[src/icra_pkg.sv]
package icra_pkg;
  localparam logic [6:0] BASE_ADDR = 7'h38;
  localparam logic [2:0] OP_READ = 3'h4;
  localparam logic [2:0] OP_WRITE = 3'h3;
  localparam int OP_LSB = 0;
  localparam int PORT_HI_BIT = 0;
  localparam int PORT_LO_BIT = 7;
  localparam int BE_LSB = 2;
  localparam int AHI_LSB = 0;
  localparam logic [2:0] LAST_BYTE = 3'h3;
  localparam logic [2:0] CMD_BYTES = 3'h4;
  localparam logic [2:0] BIT_LAST = 3'h7;

  typedef struct packed {
    logic [1:0] port;
    logic [3:0] byteEn;
    logic [11:0] addr;
    logic [31:0] data;
  } icra_req_type;
endpackage

[src/icra_sync.sv]
`timescale 1ns/10ps
module icra_sync (
  input wire logic clk,
  input wire logic sys_rst,
  input wire logic async,
  output logic synced
);
  logic stage1;
  logic next_stage1;
  assign next_stage1 = async;
  always_ff @(posedge clk) begin
    if (sys_rst) begin
      stage1 <= 1'b1;
      synced <= 1'b1;
    end else begin
      stage1 <= next_stage1;
      synced <= stage1;
    end
  end
endmodule

[src/icra_top.sv]
`timescale 1ns/10ps
module icra_top (
  input wire logic clk,
  input wire logic sys_rst,
  input wire logic sclIn,
  input wire logic sdaIn,
  output logic sdaOut,
  output logic sdaOe,
  input wire logic [2:0] slaveAddressStrapInputs,
  output logic regWrite,
  output logic regRead,
  output icra_pkg::icra_req_type regReq,
  input wire logic [31:0] regRdata
);
  typedef enum logic [4:0] {
    ST_IDLE = 5'b00001,
    ST_ADDR = 5'b00010,
    ST_RX = 5'b00100,
    ST_TX = 5'b01000,
    ST_ACK = 5'b10000
  } icra_state_type;

  logic sclS, sdaS, sclD, sdaD;
  icra_sync uSyncScl (.clk(clk), .sys_rst(sys_rst), .async(sclIn), .synced(sclS));
  icra_sync uSyncSda (.clk(clk), .sys_rst(sys_rst), .async(sdaIn), .synced(sdaS));

  logic [2:0] strap;
  logic [2:0] next_strap;
  logic [2:0] strapMeta, strapSync;
  icra_state_type state, next_state;
  logic [2:0] bitCnt, next_bitCnt;
  logic [2:0] byteCnt, next_byteCnt;
  logic [7:0] shift, next_shift;
  logic [7:0] cmd0, next_cmd0, cmd1, next_cmd1, cmd2, next_cmd2;
  logic isRead, next_isRead;
  logic inData, next_inData;
  logic ackPhaseTx, next_ackPhaseTx;
  logic masterNak, next_masterNak;
  logic [31:0] buffer, next_buffer;
  logic [1:0] txIdx, next_txIdx;
  logic sawRise, next_sawRise;
  logic [7:0] curByte, nxtByte;
  logic next_sdaOut, next_sdaOe, next_regWrite, next_regRead;
  icra_pkg::icra_req_type next_regReq;

  wire sclRise = sclS & ~sclD;
  wire sclFall = ~sclS & sclD;
  wire startCond = sclS & sclD & sdaD & ~sdaS;
  wire stopCond = sclS & sclD & ~sdaD & sdaS;

  function automatic logic [7:0] bufByte(input logic [31:0] b, input logic [1:0] i);
    bufByte = b[8'(31 - 8 * i) -: 8];
  endfunction

  assign curByte = bufByte(buffer, txIdx);
  assign nxtByte = bufByte(buffer, txIdx + 2'h1);

  always_comb begin
    next_strap = strap;
    next_state = state;
    next_bitCnt = bitCnt;
    next_byteCnt = byteCnt;
    next_shift = shift;
    next_cmd0 = cmd0;
    next_cmd1 = cmd1;
    next_cmd2 = cmd2;
    next_isRead = isRead;
    next_inData = inData;
    next_ackPhaseTx = ackPhaseTx;
    next_masterNak = masterNak;
    next_buffer = buffer;
    next_txIdx = txIdx;
    next_sawRise = sawRise;
    next_sdaOut = sdaOut;
    next_sdaOe = sdaOe;
    next_regWrite = 1'b0;
    next_regRead = 1'b0;
    next_regReq = regReq;
    if (regRead) begin
      next_buffer = regRdata;
    end
    if (startCond) begin
      next_strap = strapSync;
      next_state = ST_ADDR;
      next_bitCnt = '0;
      next_sawRise = 1'b0;
      next_sdaOe = 1'b0;
    end else if (stopCond) begin
      next_state = ST_IDLE;
      next_sdaOe = 1'b0;
    end else begin
      case (state)
        ST_IDLE: begin
          next_sdaOe = 1'b0;
        end
        ST_ADDR, ST_RX: begin
          if (sclRise) begin
            next_shift = {shift[6:0], sdaS};
            next_sawRise = 1'b1;
          end
          // scl fall that ends a start is not a data bit
          if (sclFall && sawRise) begin
            if (bitCnt == icra_pkg::BIT_LAST) begin
              next_bitCnt = '0;
              if (state == ST_ADDR) begin
                if (shift[7:1] == (icra_pkg::BASE_ADDR | 7'(strap))) begin
                  next_isRead = shift[0];
                  next_sdaOe = 1'b1;
                  next_sdaOut = 1'b0;
                  next_state = ST_ACK;
                  next_byteCnt = '0;
                  next_inData = 1'b0;
                  next_txIdx = '0;
                end else begin
                  next_state = ST_IDLE;
                end
              end else begin
                next_sdaOe = 1'b1;
                next_sdaOut = 1'b0;
                next_state = ST_ACK;
                if (!inData) begin
                  case (byteCnt)
                    3'h0: next_cmd0 = shift;
                    3'h1: next_cmd1 = shift;
                    3'h2: next_cmd2 = shift;
                    default: begin
                      next_regReq.port = {cmd1[icra_pkg::PORT_HI_BIT],
                                          cmd2[icra_pkg::PORT_LO_BIT]};
                      next_regReq.byteEn = cmd2[icra_pkg::BE_LSB +: 4];
                      next_regReq.addr = {cmd2[icra_pkg::AHI_LSB +: 2], shift, 2'b00};
                      next_regRead = (cmd0[icra_pkg::OP_LSB +: 3] == icra_pkg::OP_READ);
                      next_inData = 1'b1;
                    end
                  endcase
                  next_byteCnt = (byteCnt == icra_pkg::LAST_BYTE) ? '0 : byteCnt + 3'h1;
                end else if (byteCnt < icra_pkg::CMD_BYTES) begin
                  next_regReq.data[8'(31 - 8 * byteCnt[1:0]) -: 8] = shift;
                  next_byteCnt = byteCnt + 3'h1;
                  if (byteCnt == icra_pkg::LAST_BYTE &&
                      cmd0[icra_pkg::OP_LSB +: 3] == icra_pkg::OP_WRITE) begin
                    next_regWrite = 1'b1;
                  end
                end
              end
            end else begin
              next_bitCnt = bitCnt + 3'h1;
            end
          end
        end
        ST_ACK: begin
          if (sclFall) begin
            if (isRead) begin
              next_state = ST_TX;
              next_sdaOe = ~curByte[7];
              next_sdaOut = 1'b0;
              next_bitCnt = '0;
            end else begin
              next_sdaOe = 1'b0;
              next_state = ST_RX;
            end
          end
        end
        ST_TX: begin
          if (sclFall) begin
            if (bitCnt == icra_pkg::BIT_LAST) begin
              next_sdaOe = 1'b0;
              next_ackPhaseTx = 1'b1;
              next_bitCnt = '0;
            end else if (ackPhaseTx) begin
              next_ackPhaseTx = 1'b0;
              if (masterNak) begin
                next_state = ST_IDLE;
              end else begin
                next_txIdx = txIdx + 2'h1;
                next_sdaOe = ~nxtByte[7];
              end
            end else begin
              next_bitCnt = bitCnt + 3'h1;
              next_sdaOe = ~curByte[3'(6 - bitCnt)];
            end
          end
          if (sclRise && ackPhaseTx) begin
            next_masterNak = sdaS;
          end
        end
        default: next_state = ST_IDLE;
      endcase
    end
  end

  always_ff @(posedge clk) begin
    if (sys_rst) begin
      sclD <= 1'b1;
      sdaD <= 1'b1;
      strap <= '0;
      state <= ST_IDLE;
      bitCnt <= '0;
      byteCnt <= '0;
      shift <= '0;
      cmd0 <= '0;
      cmd1 <= '0;
      cmd2 <= '0;
      isRead <= 1'b0;
      inData <= 1'b0;
      ackPhaseTx <= 1'b0;
      masterNak <= 1'b0;
      buffer <= '0;
      txIdx <= '0;
      sawRise <= 1'b0;
      strapMeta <= '0;
      strapSync <= '0;
      sdaOut <= 1'b0;
      sdaOe <= 1'b0;
      regWrite <= 1'b0;
      regRead <= 1'b0;
      regReq <= '0;
    end else begin
      sclD <= sclS;
      sdaD <= sdaS;
      strap <= next_strap;
      state <= next_state;
      bitCnt <= next_bitCnt;
      byteCnt <= next_byteCnt;
      shift <= next_shift;
      cmd0 <= next_cmd0;
      cmd1 <= next_cmd1;
      cmd2 <= next_cmd2;
      isRead <= next_isRead;
      inData <= next_inData;
      ackPhaseTx <= next_ackPhaseTx;
      masterNak <= next_masterNak;
      buffer <= next_buffer;
      txIdx <= next_txIdx;
      sawRise <= next_sawRise;
      strapMeta <= slaveAddressStrapInputs;
      strapSync <= strapMeta;
      sdaOut <= next_sdaOut;
      sdaOe <= next_sdaOe;
      regWrite <= next_regWrite;
      regRead <= next_regRead;
      regReq <= next_regReq;
    end
  end
endmodule

[config.mk]
export PLATFORM = sky130hd
export DESIGN_NAME = icra_top
export DESIGN_NICKNAME = d
export VERILOG_FILES = /design/src/icra_pkg.sv /design/src/icra_sync.sv /design/src/icra_top.sv
export SDC_FILE = /design/constraint.sdc
export NUM_CORES = 1
export LEC_CHECK = 0
export ABC_AREA = 1
export BUFFER_PORTS_ARGS = -buffer_cell sky130_fd_sc_hd__clkbuf_2
export CAP_MARGIN = 20
export CORE_ASPECT_RATIO = 1.2
export CORE_MARGIN = 5
export CORE_UTILIZATION = 35
export DETAILED_ROUTE_END_ITERATION = 10
export SYNTH_ARGS = -nofsm -noshare
export SYNTH_HDL_FRONTEND = slang
export SYNTH_HIERARCHICAL = 1
export SYNTH_SLANG_ARGS = --single-unit
[constraint.sdc]
create_clock -name clk -period 3.25 [get_ports clk]
set_input_delay 0 -clock clk [delete_from_list [all_inputs] [get_ports clk]]
set_output_delay 0 -clock clk [all_outputs]
set_load 0.005 [all_outputs]
==> impl_metrics.json <==
{
  "avgSynthCellArea_um2": 7.77,
  "numCtsBuffers": 17,
  "cts.repair.resized": 0,
  "wl_per_cell_um": 13.9,
  "r2r_slack_ps": 580,
  "via_count": 5282,
  "cts_root_buf": "clkbuf_16",
  "cts_sinks": 135,
  "rsz0062_at_grt": "false",
  "syn_area_mm2": 0.00591,
  "met2_usage_pct": 26.4,
  "crit_type": "flop to flop",
  "synth_cell_type_count": 40,
  "cp-startpoint": "byteCnt[0]",
  "antenna_found_initial": 0,
  "die_w_um": 129,
  "clock.fmax_mhz": 375,
  "fin_crit_ps": 2670,
  "gp_congestion": 0.859,
  "grt_pass1_wl_mm": 25.7,
  "cp.arrival_ps": 3010,
  "antenna_cells": 0,
  "crit_fanout": 24,
  "rows": 52,
  "maxSlewViolCount": 0,
  "track_usage_pct": 16.0,
  "worst_pin_slew_ps": 766,
  "use_met1_pct": 20.6,
  "rr_worst_depth": 9,
  "grt-ovfl-total": 0,
  "hold_viol": 0,
  "status": "finished clean",
  "grt_busiest_layer": "met2",
  "clockBufferDepth": 2,
  "synth_edf_count": 0,
  "max_slew_margin_pct": 48.9,
  "reg2reg_from": "byteCnt[0]",
  "hold_class": "primary input to flop",
  "post-route-period-util_pct": 82.0,
  "wirelength_mm": 15.2,
  "synth.yosys.seq_area_share_pct": 45.8,
  "via_per_inst": 4.81,
  "ir_worst_vdd_uv": 398,
  "syn_inst": 760,
  "fin_setup_tns_ps": 0,
  "dominantRegCellSynth": "dfxtp_1",
  "ant_nets": 0,
  "insertion_delay_ps": 420,
  "drive_gt1_share_pct": 18.6,
  "setup_viol": 0,
  "area_growth_pct": 25.9,
  "start_util_pct": 35.3,
  "power.leakage_nw": 3.07,
  "drc": 0,
  "port_buffers": 89,
  "cts_setup_buffers": 0,
  "max-cap-violations": 0,
  "ctsHtreeMaxLevel": 4,
  "fin_nets": 916,
  "dpl-instance-area_mm2": 0.00646,
  "synthArstFlopShare_pct": 0,
  "end_kind": "flop",
  "grt_max_degree": 48,
  "powerDensity_mw_per_mm2": 555,
  "final_cell_mix": "dfxtp_1, nor2_1, clkbuf_2, inv_1, nand2_1",
  "final_common_cell": "dfxtp_1",
  "crit_end": "regReq[49]",
  "io_pins": 93,
  "detail_route.first_pass.iterations": 5,
  "grt_pass1_vias": 5193,
  "die_area_mm2": 0.0196,
  "ys_ff_latch": 135,
  "r2r_end": "regReq[49]",
  "crit_required_ps": 3590,
  "core_mm2": 0.0167,
  "fp.dieH_um": 152,
  "yosys_warnings": 6,
  "cts_tree": "yes",
  "clock_skew_ps": 6.75,
  "final_area_mm2": 0.00744,
  "gr-usage-met3_pct": 3.54,
  "drtIter0Drc": 284,
  "start_kind": "flop",
  "dp_hpwl_mm": 10.5,
  "clkTransAtPathRegs_ps": 60
}
[critical path, stage by stage (launching register included)]
cell	delay, ps
dfxtp_1	330
clkinv_1	420
ha_1	410
nand2_1	130
nand3_1	90
inv_1	110
nand4_2	280
nor2_4	530
nand2_1	110
a21oi_1	160
[flip-flops by register name, indices dropped and copies added, names as in the netlist, 2 cells and up]
signal	cells
regReq	48
buffer	32
shift	8
cmd2	7
state	5
bitCnt	3
byteCnt	3
cmd0	3
strapMeta	3
strapSync	3
strap	3
txIdx	2
[how the worst min path moves through the flow]
stage,startpoint,endpoint,slack (ps),cells past startpoint
after floorplan,sclIn,uSyncScl/stage1,90,2
after global placement,sclIn,uSyncScl/stage1,200,3
after detailed placement,sclIn,uSyncScl/stage1,200,3
after CTS,sys_rst,strapMeta[2],240,2
after global routing,sys_rst,strapMeta[0],300,2
final,sys_rst,strapMeta[2],260,2
[synthesized netlist by cell type (2+ instances only)]
cell,count,area (um^2)
inv_1,80,300
nor3_4,2,32.5
buf_6,5,56.3
a211oi_1,36,270
inv_2,4,15.0
nor2_2,3,18.8
nor2_4,5,56.3
nor3_1,14,70.1
buf_4,6,45.0
a21oi_1,62,310
nor2_1,112,420
nand4_4,2,42.5
nand3_2,2,20.0
dfxtp_1,135,2700
xor2_1,4,35.0
buf_2,3,15.0
o21ai_0,58,290
nand4_2,2,25.0
a211oi_2,11,138
clkinv_1,3,11.3
nand2_1,77,289
clkbuf_1,31,116
ha_1,7,87.6
nand4_1,3,18.8
nand3_1,67,335
a31oi_1,12,75.1
[layer usage]
metal | vias to the layer above | routed length [um]
met5 | - | 0
met4 | 0 | 247
met3 | 22 | 650
met2 | 108 | 7380
met1 | 2384 | 6960
li1 | 2768 | -
[through the flow]
step | utilization [%] | std cells | hold WS (ps) | power, mW | setup WS (ps)
5_1_grt | 44.5 | 1099 | 303 | 4.32 | 257
6_report | 44.5 | 1099 | 258 | 4.13 | 584
4_1_cts | 44.5 | 1099 | 245 | 4.17 | 574
2_1_floorplan | - | 762 | 91.8 | 2.06 | 864
3_5_place_dp | 38.6 | 1030 | 199 | 2.15 | 606
3_3_place_gp | 38.6 | 1030 | 195 | 2.15 | 690
[cells by family (layout without fill, tap and decap cells)]
logic type      Yosys count  count (layout)  synth area share [%]
buf+inv                 134             255                  9.62
flops                   135             135                  45.8
xor+xnor                  4               4                 0.593
compound gates          186             186                  19.3
simple gates            293             293                  23.2
other cells               1               3                0.0635
fa+ha+maj                 7               7                  1.48
[power breakdown]
group / switching (mW) / total, mW / internal [mW]
Sequential: 0.0308 / 1.72 / 1.69
Combinational: 0.270 / 0.433 / 0.163
Clock: 0.756 / 1.97 / 1.22
[repair_timing]
item | in CTS | in global routing
setup endpoints to repair | 0 | 0
hold endpoints to repair | 37 | 0
hold buffers | 37 | 0
[area by class of cell]
| type | instances | area, um^2 |
|---|---|---|
| flip-flops and latches | 135 | 2700 |
| clock buffers | 19 | 433 |
| repair buffers | 135 | 883 |
| multi-input cells | 493 | 2640 |
| fillers | 1665 | 9280 |
| clock inverters | 13 | 174 |
| inverters | 88 | 332 |
| well taps | 216 | 270 |
Power figures use the tool's default switching activity.
